--- config.mk ---
export PLATFORM = sky130hd
export DESIGN_NAME = volatile_config_lock_register
export DESIGN_NICKNAME = d
export VERILOG_FILES = /design/src/rtl/cfg_lock_pkg.sv /design/src/rtl/edge_find.sv /design/src/rtl/pin_sync.sv /design/src/rtl/volatile_config_lock_register.sv
export VERILOG_INCLUDE_DIRS = /design/src /design/src/rtl
export SDC_FILE = /design/constraint.sdc
export NUM_CORES = 1
export LEC_CHECK = 0
export BUFFER_PORTS_ARGS = -buffer_cell sky130_fd_sc_hd__buf_4
export CORE_MARGIN = 2
export CORE_UTILIZATION = 58
export DETAILED_ROUTE_END_ITERATION = 12
export PLACE_DENSITY_LB_ADDON = 0.1
export SLEW_MARGIN = 5
export SYNTH_ARGS = -nofsm -noshare
export SYNTH_HDL_FRONTEND = slang
export SYNTH_HIERARCHICAL = 1
export SYNTH_SLANG_ARGS = --single-unit
export TNS_END_PERCENT = 50
--- constraint.sdc ---
create_clock -name mclk -period 2.95 [get_ports mclk]
set_clock_uncertainty 0.05 [all_clocks]
set_input_delay 0.7375 -clock mclk [delete_from_list [all_inputs] [get_ports mclk]]
set_output_delay 0.7375 -clock mclk [all_outputs]
set_load 0.05 [all_outputs]
--- src/rtl/cfg_lock_defines.svh ---
// Purpose: constants for the volatile configuration/lock register block
// Assumes: one 125 MHz clock, synchronous active-high reset
// Notes:   bit positions, command codes and register addresses live here
`ifndef CFG_LOCK_DEFINES_SVH
`define CFG_LOCK_DEFINES_SVH

`define CMD_LEGACY_WRITE   8'h01
`define CMD_CONFIG_READ    8'h35
`define CMD_ANY_READ       8'h65
`define CMD_ANY_WRITE      8'h71

`define BIT_ORIGIN         5
`define BIT_SOURCE         3
`define BIT_PARAM          2
`define BIT_WIDTH          1
`define BIT_LOCK           0
`define BIT_SWD            7
`define BIT_FOURWIDE       6
`define LVL_HI             4
`define LVL_LO             2

`define SYNC_STAGES        2
`define BYTE_BITS          4'h8

`define ADDR_NVSTA         8'h00
`define ADDR_NVCFG         8'h02
`define ADDR_VSTA          8'h80
`define ADDR_VCFG          8'h82
`define ADDR_NVIFC         8'h03
`define ADDR_VIFC          8'h83

`endif

--- src/rtl/cfg_lock_pkg.sv ---
// Purpose: types for the volatile configuration/lock register block
// Assumes: constants come from cfg_lock_defines.svh
// Notes:   none
package cfg_lock_pkg;
  typedef enum logic [4:0] {
    ST_IDLE = 5'b00001,
    ST_CMD  = 5'b00010,
    ST_ADDR = 5'b00100,
    ST_DATA = 5'b01000,
    ST_DONE = 5'b10000
  } frame_state_t;
endpackage : cfg_lock_pkg

--- src/rtl/edge_find.sv ---
// Purpose: rising and falling edge pulses of a synchronised level
// Assumes: input already synchronised to mclk
// Notes:   pulses last one mclk cycle
module edge_find (
  input  wire logic mclk,
  input  wire logic reset,
  input  wire logic level,
  output logic      rise,
  output logic      fall
);
  logic last;
  always_ff @(posedge mclk)
  begin
    if (reset)
      last <= level;
    else
      last <= level;
  end
  assign rise = level & ~last;
  assign fall = ~level & last;
endmodule : edge_find

--- src/rtl/pin_sync.sv ---
// Purpose: two-flop synchroniser for one asynchronous level
// Assumes: mclk domain
// Notes:   the first flop feeds only the second
module pin_sync (
  input  wire logic mclk,
  input  wire logic reset,
  input  wire logic init,
  input  wire logic async_in,
  output logic      sync_out
);
  logic stage_one;
  always_ff @(posedge mclk)
  begin
    if (reset)
    begin
      // reset to the pin's idle level so no false edge follows reset
      stage_one <= init;
      sync_out  <= init;
    end
    else
    begin
      stage_one <= async_in;
      sync_out  <= stage_one;
    end
  end
endmodule : pin_sync

--- src/rtl/volatile_config_lock_register.sv ---
// Purpose: volatile config register 1 with lane width and lock bit
// Assumes: serial mode 0 frames, command byte, 8-bit address for any-reg
// Notes:   the nv store is modelled by flops loaded from power-on straps
`include "cfg_lock_defines.svh"
module volatile_config_lock_register (
  input  wire logic       mclk,
  input  wire logic       reset,
  input  wire logic       power_on,
  input  wire logic       hw_reset_n,
  input  wire logic       sw_reset,
  input  wire logic [7:0] nonvolatile_config_one,
  input  wire logic [7:0] nonvolatile_status_one,
  input  wire logic       fourwide_nv_strap,
  input  wire logic       sclk,
  input  wire logic       cs_n,
  input  wire logic       si,
  input  wire logic       protect_pin,
  input  wire logic       otp_program_req,
  input  wire logic       otp_addr_in_area,
  output logic            so,
  output logic            so_oe,
  output logic [7:0]      volatile_config_one,
  output logic [7:0]      nv_config_one_out,
  output logic [7:0]      status_one_out,
  output logic            four_wide_instruction_protocol,
  output logic            four_lane,
  output logic            write_protect_active,
  output logic            lane3_is_data,
  output logic            otp_program_ok,
  output logic            program_error
);
  logic sclk_s, cs_n_s, si_s, wp_s, hwr_s;
  logic sclk_rise, sclk_fall, cs_rise, cs_fall;

  pin_sync u_sclk (.mclk(mclk), .reset(reset), .init(1'b0),
                   .async_in(sclk), .sync_out(sclk_s));
  pin_sync u_cs   (.mclk(mclk), .reset(reset), .init(1'b1),
                   .async_in(cs_n), .sync_out(cs_n_s));
  pin_sync u_si   (.mclk(mclk), .reset(reset), .init(1'b0),
                   .async_in(si), .sync_out(si_s));
  pin_sync u_wp   (.mclk(mclk), .reset(reset), .init(1'b0),
                   .async_in(protect_pin), .sync_out(wp_s));
  pin_sync u_hwr  (.mclk(mclk), .reset(reset), .init(1'b1),
                   .async_in(hw_reset_n), .sync_out(hwr_s));
  edge_find u_eck (.mclk(mclk), .reset(reset), .level(sclk_s),
                   .rise(sclk_rise), .fall(sclk_fall));
  edge_find u_ecs (.mclk(mclk), .reset(reset), .level(cs_n_s),
                   .rise(cs_rise), .fall(cs_fall));

  // hardware reset only counts while chip select is high
  logic hw_reset_evt;
  assign hw_reset_evt = ~hwr_s & cs_n_s;
  logic full_reload;
  assign full_reload = power_on | hw_reset_evt;

  // one-hot frame decoder
  cfg_lock_pkg::frame_state_t state, next_state;
  logic [7:0] shift, next_shift;
  logic [3:0] bits, next_bits;
  logic [7:0] cmd, next_cmd;
  logic [7:0] addr, next_addr;
  logic [7:0] wr0, next_wr0;
  logic [1:0] nbytes, next_nbytes;
  logic [7:0] rdval, next_rdval;
  logic       cmd_done, next_cmd_done;

  // register state
  logic [7:0] nvcfg, next_nvcfg;
  logic [7:0] nvsta, next_nvsta;
  logic [4:2] bpv, next_bpv;
  logic       width, next_width;
  logic       lock, next_lock;
  logic       cr2v6, next_cr2v6;
  logic       cr2nv6, next_cr2nv6;
  logic       perr, next_perr;
  logic       otp_ok, next_otp_ok;
  logic       so_q, next_so_q;

  function automatic logic [7:0] cfg1_view(input logic [7:0] nv,
                                           input logic w,
                                           input logic l);
    logic [7:0] v;
    v = 8'h00;
    v[`BIT_ORIGIN] = nv[`BIT_ORIGIN];
    v[`BIT_SOURCE] = nv[`BIT_SOURCE];
    v[`BIT_PARAM]  = nv[`BIT_PARAM];
    v[`BIT_WIDTH]  = w;
    v[`BIT_LOCK]   = l;
    return v;
  endfunction : cfg1_view

  function automatic logic [7:0] rd_any(input logic [7:0] a,
                                        input logic [7:0] c1,
                                        input logic [7:0] s1,
                                        input logic [7:0] s1v,
                                        input logic [7:0] c1v);
    case (a)
      `ADDR_NVCFG: return c1;
      `ADDR_NVSTA: return s1;
      `ADDR_VSTA:  return s1v;
      `ADDR_VCFG:  return c1v;
      default:     return 8'h00;
    endcase
  endfunction : rd_any

  logic [7:0] cfg1_now, sta1_now;
  assign cfg1_now = cfg1_view(nvcfg, width, lock);
  // power-on reads the image; a hardware reset reads the nv copy
  logic [7:0] nv_src;
  assign nv_src = power_on ? nonvolatile_config_one : nvcfg;
  always_comb
  begin
    sta1_now = 8'h00;
    sta1_now[`LVL_HI:`LVL_LO] = bpv;
  end

  always_comb
  begin
    next_state    = state;
    next_shift    = shift;
    next_bits     = bits;
    next_cmd      = cmd;
    next_addr     = addr;
    next_wr0      = wr0;
    next_nbytes   = nbytes;
    next_rdval    = rdval;
    next_cmd_done = 1'b0;
    next_so_q     = so_q;
    if (cs_rise)
    begin
      next_cmd_done = (state == cfg_lock_pkg::ST_DATA) && (nbytes != 2'd0);
      next_state    = cfg_lock_pkg::ST_IDLE;
    end
    else if (cs_fall)
    begin
      next_state  = cfg_lock_pkg::ST_CMD;
      next_bits   = 4'h0;
      next_nbytes = 2'd0;
    end
    else if (!cs_n_s && sclk_rise)
    begin
      next_shift = {shift[6:0], si_s};
      next_bits  = bits + 4'h1;
      if (bits + 4'h1 == `BYTE_BITS)
      begin
        next_bits = 4'h0;
        case (state)
          cfg_lock_pkg::ST_CMD:
          begin
            next_cmd = {shift[6:0], si_s};
            if ({shift[6:0], si_s} == `CMD_ANY_READ ||
                {shift[6:0], si_s} == `CMD_ANY_WRITE)
              next_state = cfg_lock_pkg::ST_ADDR;
            else
              next_state = cfg_lock_pkg::ST_DATA;
            next_rdval = cfg1_now;
          end
          cfg_lock_pkg::ST_ADDR:
          begin
            next_addr  = {shift[6:0], si_s};
            next_state = cfg_lock_pkg::ST_DATA;
            next_rdval = rd_any({shift[6:0], si_s}, nvcfg, nvsta,
                                sta1_now, cfg1_now);
          end
          cfg_lock_pkg::ST_DATA:
          begin
            if (nbytes == 2'd0)
              next_wr0 = {shift[6:0], si_s};
            if (nbytes != 2'd3)
              next_nbytes = nbytes + 2'd1;
            // second legacy byte targets config register one
            if (cmd == `CMD_LEGACY_WRITE && nbytes == 2'd1)
              next_addr = {shift[6:0], si_s};
            if (cmd == `CMD_CONFIG_READ)
              next_rdval = cfg1_now;
          end
          default: next_state = cfg_lock_pkg::ST_IDLE;
        endcase
      end
    end
    else if (!cs_n_s && sclk_fall && state == cfg_lock_pkg::ST_DATA)
    begin
      next_so_q  = rdval[7];
      next_rdval = {rdval[6:0], 1'b0};
    end
  end

  // write application on frame end; lock gating is per field
  always_comb
  begin
    next_nvcfg  = nvcfg;
    next_nvsta  = nvsta;
    next_bpv    = bpv;
    next_width  = width;
    next_lock   = lock;
    next_cr2v6  = cr2v6;
    next_cr2nv6 = cr2nv6;
    next_perr   = perr;
    next_otp_ok = 1'b0;
    next_nvcfg[7:6] = 2'b00;
    next_nvcfg[4]   = 1'b0;
    if (cmd_done && cmd == `CMD_LEGACY_WRITE)
    begin
      // status byte then config byte
      next_nvsta[`BIT_SWD] = wr0[`BIT_SWD];
      if (!lock)
      begin
        if (nvcfg[`BIT_SOURCE])
          next_bpv = wr0[`LVL_HI:`LVL_LO];
        else
        begin
          next_nvsta[`LVL_HI:`LVL_LO] = wr0[`LVL_HI:`LVL_LO];
          next_bpv = wr0[`LVL_HI:`LVL_LO];
        end
      end
      if (nbytes >= 2'd2)
      begin
        if (!lock)
        begin
          next_nvcfg[`BIT_ORIGIN] = nvcfg[`BIT_ORIGIN] | addr[`BIT_ORIGIN];
          next_nvcfg[`BIT_SOURCE] = nvcfg[`BIT_SOURCE] | addr[`BIT_SOURCE];
          next_nvcfg[`BIT_PARAM]  = nvcfg[`BIT_PARAM]  | addr[`BIT_PARAM];
        end
        if (!(cr2v6 && !addr[`BIT_WIDTH]))
        begin
          next_nvcfg[`BIT_WIDTH] = addr[`BIT_WIDTH];
          next_width             = addr[`BIT_WIDTH];
        end
        if (!lock)
          next_lock = addr[`BIT_LOCK];
      end
    end
    else if (cmd_done && cmd == `CMD_ANY_WRITE)
    begin
      case (addr)
        `ADDR_VCFG:
        begin
          if (!(cr2v6 && !wr0[`BIT_WIDTH]))
            next_width = wr0[`BIT_WIDTH];
          if (!lock)
            next_lock = wr0[`BIT_LOCK];
        end
        `ADDR_NVCFG:
        begin
          if (!lock)
          begin
            next_nvcfg[`BIT_ORIGIN] = nvcfg[`BIT_ORIGIN] | wr0[`BIT_ORIGIN];
            next_nvcfg[`BIT_SOURCE] = nvcfg[`BIT_SOURCE] | wr0[`BIT_SOURCE];
            next_nvcfg[`BIT_PARAM]  = nvcfg[`BIT_PARAM]  | wr0[`BIT_PARAM];
          end
          if (!(cr2v6 && !wr0[`BIT_WIDTH]))
            next_nvcfg[`BIT_WIDTH] = wr0[`BIT_WIDTH];
        end
        `ADDR_NVSTA:
        begin
          next_nvsta[`BIT_SWD] = wr0[`BIT_SWD];
          if (!lock)
            next_nvsta[`LVL_HI:`LVL_LO] = wr0[`LVL_HI:`LVL_LO];
        end
        `ADDR_VSTA:
        begin
          if (!lock)
            next_bpv = wr0[`LVL_HI:`LVL_LO];
        end
        `ADDR_VIFC:  next_cr2v6 = wr0[`BIT_FOURWIDE];
        `ADDR_NVIFC:
        begin
          if (wr0[`BIT_FOURWIDE])
          begin
            next_cr2nv6            = 1'b1;
            next_nvcfg[`BIT_WIDTH] = 1'b1;
          end
        end
        default: next_cr2nv6 = cr2nv6;
      endcase
    end
    if (otp_program_req && otp_addr_in_area)
    begin
      if (lock)
        next_perr = 1'b1;
      else
        next_otp_ok = 1'b1;
    end
    if (sw_reset)
    begin
      next_width = nvcfg[`BIT_WIDTH]; // lock untouched
      next_cr2v6 = cr2nv6;
    end
    if (full_reload)
    begin
      next_width = nv_src[`BIT_WIDTH];
      next_lock  = nv_src[`BIT_LOCK];
      next_cr2v6 = cr2nv6;
      next_perr  = 1'b0;
    end
    if (power_on)
    begin
      next_nvcfg = nonvolatile_config_one & 8'h2f;
      next_nvsta = nonvolatile_status_one;
      next_bpv   = nonvolatile_status_one[`LVL_HI:`LVL_LO];
      next_cr2nv6 = fourwide_nv_strap;
      next_cr2v6  = fourwide_nv_strap;
      if (fourwide_nv_strap)
        next_nvcfg[`BIT_WIDTH] = 1'b1;
    end
  end

  always_ff @(posedge mclk)
  begin
    if (reset)
    begin
      state    <= cfg_lock_pkg::ST_IDLE;
      shift    <= 8'h00;
      bits     <= 4'h0;
      cmd      <= 8'h00;
      addr     <= 8'h00;
      wr0      <= 8'h00;
      nbytes   <= 2'd0;
      rdval    <= 8'h00;
      cmd_done <= 1'b0;
      so_q     <= 1'b0;
      nvcfg    <= 8'h00;
      nvsta    <= 8'h00;
      bpv      <= 3'b000;
      width    <= 1'b0;
      lock     <= 1'b0;
      cr2v6    <= 1'b0;
      cr2nv6   <= 1'b0;
      perr     <= 1'b0;
      otp_ok   <= 1'b0;
    end
    else
    begin
      state    <= next_state;
      shift    <= next_shift;
      bits     <= next_bits;
      cmd      <= next_cmd;
      addr     <= next_addr;
      wr0      <= next_wr0;
      nbytes   <= next_nbytes;
      rdval    <= next_rdval;
      cmd_done <= next_cmd_done;
      so_q     <= next_so_q;
      nvcfg    <= next_nvcfg;
      nvsta    <= next_nvsta;
      bpv      <= next_bpv;
      width    <= next_width;
      lock     <= next_lock;
      cr2v6    <= next_cr2v6;
      cr2nv6   <= next_cr2nv6;
      perr     <= next_perr;
      otp_ok   <= next_otp_ok;
    end
  end

  // registered outputs
  logic rd_active;
  assign rd_active = (state == cfg_lock_pkg::ST_DATA) &&
                     (cmd == `CMD_CONFIG_READ || cmd == `CMD_ANY_READ);
  always_ff @(posedge mclk)
  begin
    if (reset)
    begin
      so                             <= 1'b0;
      so_oe                          <= 1'b0;
      volatile_config_one            <= 8'h00;
      nv_config_one_out              <= 8'h00;
      status_one_out                 <= 8'h00;
      four_wide_instruction_protocol <= 1'b0;
      four_lane                      <= 1'b0;
      write_protect_active           <= 1'b0;
      lane3_is_data                  <= 1'b0;
      otp_program_ok                 <= 1'b0;
      program_error                  <= 1'b0;
    end
    else
    begin
      so                             <= next_so_q;
      so_oe                          <= rd_active & ~cs_n_s;
      volatile_config_one            <= cfg1_view(nvcfg, width, lock);
      nv_config_one_out              <= nvcfg;
      status_one_out                 <= {nvsta[7:5], bpv, nvsta[1:0]};
      four_wide_instruction_protocol <= cr2v6;
      four_lane                      <= width;
      // pin ignored, seen as inactive in four-lane width
      write_protect_active           <= ~width & ~wp_s;
      lane3_is_data                  <= width & ~cs_n_s;
      otp_program_ok                 <= otp_ok;
      program_error                  <= perr;
    end
  end

  property p_lock_sticky;
    @(posedge mclk) disable iff (reset)
      (lock && !full_reload) |=> lock;
  endproperty
  a_lock_sticky: assert property (p_lock_sticky)
    else $error("lock dropped without power or hardware reset");

  property p_wp_ignored;
    @(posedge mclk) disable iff (reset)
      width |=> !write_protect_active;
  endproperty
  a_wp_ignored: assert property (p_wp_ignored)
    else $error("protect pin active in four-lane width");

  property p_no_clear_width;
    @(posedge mclk) disable iff (reset)
      (cr2v6 && width && !full_reload && !sw_reset) |=> width;
  endproperty
  a_no_clear_width: assert property (p_no_clear_width)
    else $error("width cleared while four-wide protocol on");

  property p_otp_fail;
    @(posedge mclk) disable iff (reset)
      (lock && otp_program_req && otp_addr_in_area && !full_reload)
        |-> ##2 program_error;
  endproperty
  a_otp_fail: assert property (p_otp_fail)
    else $error("locked otp program did not raise error");

  property p_shadow;
    @(posedge mclk) disable iff (reset)
      ##1 (volatile_config_one[5:2] == $past(nvcfg[5:2]) &&
           volatile_config_one[7:6] == 2'b00 &&
           volatile_config_one[4] == 1'b0);
  endproperty
  a_shadow: assert property (p_shadow)
    else $error("shadow or reserved bits wrong");

  property p_bp_frozen;
    @(posedge mclk) disable iff (reset)
      (lock && !power_on) |=> $stable(bpv);
  endproperty
  a_bp_frozen: assert property (p_bp_frozen)
    else $error("protection level changed while locked");

  property p_otp_bits_frozen;
    @(posedge mclk) disable iff (reset)
      (lock && !power_on) |=> $stable(nvcfg[5:2]);
  endproperty
  a_otp_bits_frozen: assert property (p_otp_bits_frozen)
    else $error("otp config bits changed while locked");

  property p_nv_fourwide;
    @(posedge mclk) disable iff (reset)
      cr2nv6 |-> nvcfg[1];
  endproperty
  a_nv_fourwide: assert property (p_nv_fourwide)
    else $error("nv width default clear with four-wide nv set");
endmodule : volatile_config_lock_register

==> parameters.txt <==
Parameter                              Value

Outcome
  Run status ... finished, final reports clean

Synthesis
  Sequential element share of the synthesized area ... 43.8%
  Dominant register cell in the synthesized netlist ... sky130_fd_sc_hd__dfxtp_1
  Cell variety after synth ... 72
  Post-synth ARST share ... 0%
  Count of synthesis-stage warnings from yosys ... 6
  Syn Area/Cell ... 9.38 um2
  Synthesized instance count ... 516
  EDFF count, synth ... 0
  Number of storage elements in the synthesis netlist ... 106
  Cell area after technology mapping ... 4840 um2

Power
  Post-layout power ... 2730 uW
  Power Density ... 499 nW/um2
  IR Drop Worst-Case VDD ... 312 uV
  Cell leakage power ... 0.00215 uW

Setup path
  CP Capture Type ... flop
  Crit path required time ... 3.16 ns
  Cells on worst reg2reg path ... 6
  Crit Reg-Reg Startpoint ... u_cs/sync_out
  Critical Path AT ... 2.65 ns
  Kind of start point of the critical path ... flop
  Register-to-Register Setup Slack ... 0.51 ns
  Terminus of the critical flop-to-flop path ... cmd[5]
  Startpoint-to-endpoint class of the critical path ... reg2reg
  Maximum fanout along the worst path ... 12

Clocking
  Sinks on the clock net ... 106
  Post-CTS Repair Setup Buffers ... 0
  Number of H-tree levels ... 3
  Clock Tree Root ... sky130_fd_sc_hd__clkbuf_8
  Clock-pin slew reported for the worst setup and hold paths after clock tree synthesis ... 0.09 ns
  Number of buffers added by the clock tree synthesis step ... 9
  Clock tree from TritonCTS ... built
  Clock insertion delay at the later pin of the skew report ... 0.37 ns
  Clock tree buffer depth ... 2
  Resize count post-CTS ... 0
  Count of hold buffers inserted by post-cts repair ... 0

Floorplan
  Height of the die ... 95.3 um
  Die Footprint ... 9090 um2
  Number of placement rows ... 33
  Starting density of the core ... 59.5%
  Top-level port count ... 60
  Core area ... 8130 um2
  Die extent in x ... 95.3 um

Min path
  End point of the worst hold path ... u_eck/last
  Depth of the worst hold-timing path ... 0
  Worst min-delay path category ... reg2reg
  Start point of the worst min-delay path ... u_sclk/sync_out

Finish
  Most frequent standard cell in the layout excluding fill and tap cells ... sky130_fd_sc_hd__dfxtp_1
  # nets final ... 592
  Final Core Density ... 67.2%
  Antenna cell count ... 0
  Total area of sequential cells ... 2120 um2
  Area occupied by multi-input gates ... 2500 um2
  Area Growth Syn to Fin ... 12.9%
  Fill cells ... 654
  Number of standard cells in the layout, taps in and fillers out ... 669
  Commonest cells after routing, fill and taps aside ... 106 x sky130_fd_sc_hd__dfxtp_1, 61 x sky130_fd_sc_hd__nor2_1, 58 x sky130_fd_sc_hd__buf_4, 39 x sky130_fd_sc_hd__nand2_1, 33 x sky130_fd_sc_hd__mux2i_1
  Layout cells sized above 1 ... 20.6%

Detailed routing
  First-iteration detailed-routing DRC count ... 156
  Post-DR wirelength/cell ... 15.8 um
  First-pass detailed-route iteration total ... 4
  DR vias ... 3887
  Drt drc ... 0
  Final Routed Wirelength ... 10600 um
  Number of vias per cell ... 5.81
  Remaining antenna violation count ... 0

Place
  Total half-perimeter wirelength after legalization and detailed placement ... 7500 um
  Placed Cells ... 653
  Final weighted congestion of routability-driven global placement ... 0.889
  Input/output buffers ... 50

Timing
  Slew Limit Headroom ... 43.7%
  Final period demand of the worst path ... 2.44 ns
  Unrepaired setup endpoints after global routing ... no
  Fmax achieved ... 0.410 GHz
  Sum of negative setup slack ... 0 ns
  Hold violation total from the final report ... 0
  Actual slew at the worst max-slew pin ... 0.844 ns
  Fin. max-slew vios ... 0
  Final setup violation count ... 0
  Post-route clock period utilization ... 82.7%

GRT
  Overall Global Routing Usage ... 23.9%
  Antenna violations before repair ... 0
  Vias in the first global route ... 3479
  Wire length of the first global-routing pass ... 16900 um
  Maximum number of pins on one net before global-route repair ... 52
  Remaining global-route overflow ... 0

Flow run
  Maximum capacitance violations ... 0
## layer usage
metal / GRT usage [%] / vias up / part of all wire, %
li1: - / 1900 / -
met1: 32.9 / 1879 / 46
met2: 38.1 / 94 / 48
met3: 4.35 / 14 / 5.0
met4: 7.73 / 0 / 1.2
met5: 0 / - / 0
## how the worst max path moves through the flow
stage	depth (start not counted)	from	slack, ns	to
final	6	u_cs/sync_out	0.51	cmd[5]
after global placement	6	u_cs/sync_out	0.57	rdval[7]
after detailed placement	6	u_cs/sync_out	0.53	cmd[0]
after floorplan	7	u_cs/sync_out	0.70	rdval[6]
after CTS	6	u_cs/sync_out	0.50	cmd[0]
after global routing	6	u_cs/sync_out	0.36	cmd[5]
## power breakdown
| group | internal, uW | switching [uW] | leakage (uW) |
|---|---|---|---|
| Clock | 421 | 497 | 0.0000962 |
| Sequential | 1480 | 36.0 | 0.000864 |
| Combinational | 116 | 180 | 0.00119 |
| Total | 2010 | 712 | 0.00215 |
## kinds of logic after synthesis
kind of cell / synth area share, %
AND/OR/NAND/NOR: 21.1
flip-flops: 43.8
AO/OA/AOI/OAI: 15.1
multiplexers: 12.2
buffers and inverters: 5.61
adder cells (fa/ha/maj): 1.29
XOR/XNOR: 0.724
other: 0.155
## flip-flops by register name (all words and copies together), names as in the netlist, 2 cells and up
signal,count
state,4
volatile_config_one,4
rdval,8
wr0,8
cmd,8
bpv,3
addr,8
nvsta,8
nbytes,2
shift,7
status_one_out,8
nv_config_one_out,3
nvcfg,5
bits,4
## cells in the mapped netlist, types with 3 or more instances
| cell type | n | area share (%) |
|---|---|---|
| sky130_fd_sc_hd__nor2b_1 | 21 | 2.7 |
| sky130_fd_sc_hd__o21ai_0 | 20 | 2.1 |
| sky130_fd_sc_hd__nand3_1 | 6 | 0.62 |
| sky130_fd_sc_hd__nor4_1 | 8 | 1.0 |
| sky130_fd_sc_hd__nor2_1 | 61 | 4.7 |
| sky130_fd_sc_hd__nor3_1 | 13 | 1.3 |
| sky130_fd_sc_hd__a22o_1 | 3 | 0.54 |
| sky130_fd_sc_hd__clkbuf_1 | 18 | 1.4 |
| sky130_fd_sc_hd__a221o_1 | 3 | 0.62 |
| sky130_fd_sc_hd__mux2_2 | 23 | 5.4 |
| sky130_fd_sc_hd__and3_1 | 3 | 0.39 |
| sky130_fd_sc_hd__buf_4 | 11 | 1.7 |
| sky130_fd_sc_hd__a21oi_1 | 27 | 2.8 |
| sky130_fd_sc_hd__nor4b_1 | 3 | 0.54 |
| sky130_fd_sc_hd__a31oi_1 | 3 | 0.39 |
| sky130_fd_sc_hd__o211ai_1 | 4 | 0.62 |
| sky130_fd_sc_hd__nand4_1 | 3 | 0.39 |
| sky130_fd_sc_hd__buf_1 | 3 | 0.23 |
| sky130_fd_sc_hd__buf_2 | 7 | 0.72 |
| sky130_fd_sc_hd__mux2i_1 | 33 | 6.8 |
| sky130_fd_sc_hd__a311oi_1 | 3 | 0.54 |
| sky130_fd_sc_hd__dfxtp_1 | 106 | 44 |
| sky130_fd_sc_hd__o31ai_1 | 3 | 0.47 |
| sky130_fd_sc_hd__nand2_1 | 39 | 3.0 |
| sky130_fd_sc_hd__and3b_1 | 3 | 0.54 |
| sky130_fd_sc_hd__a221oi_1 | 7 | 1.3 |
| sky130_fd_sc_hd__or3_1 | 3 | 0.39 |
| sky130_fd_sc_hd__nor3b_1 | 3 | 0.47 |
| sky130_fd_sc_hd__ha_1 | 5 | 1.3 |
| sky130_fd_sc_hd__inv_1 | 14 | 1.1 |
## critical path, stage by stage, from the launching register on
cell	delay, ns
sky130_fd_sc_hd__dfxtp_1	0.33
sky130_fd_sc_hd__and2b_2	0.31
sky130_fd_sc_hd__nor4b_4	0.33
sky130_fd_sc_hd__o2111ai_1	0.45
sky130_fd_sc_hd__nand2b_1	0.53
sky130_fd_sc_hd__mux2i_1	0.26
sky130_fd_sc_hd__nor2_1	0.06
## layout make-up
class	count	area share [%]
multi-input cells	369	45.7
clock inverters	5	1.14
flip-flops and latches	106	38.8
clock buffers	11	2.59
well taps	105	2.40
inverters	14	0.962
repair buffers	59	8.34
## through the flow
stage | hold WS [ns] | setup slack (ns) | area (um2)
floorplan | 0.287 | 0.702 | 4890
global placement | 0.294 | 0.569 | 5260
detailed placement | 0.303 | 0.528 | 5260
CTS | 0.317 | 0.498 | 5460
global route | 0.327 | 0.357 | 5460
finish | 0.314 | 0.511 | 5460
No activity file was read; power rests on OpenSTA's default activity.
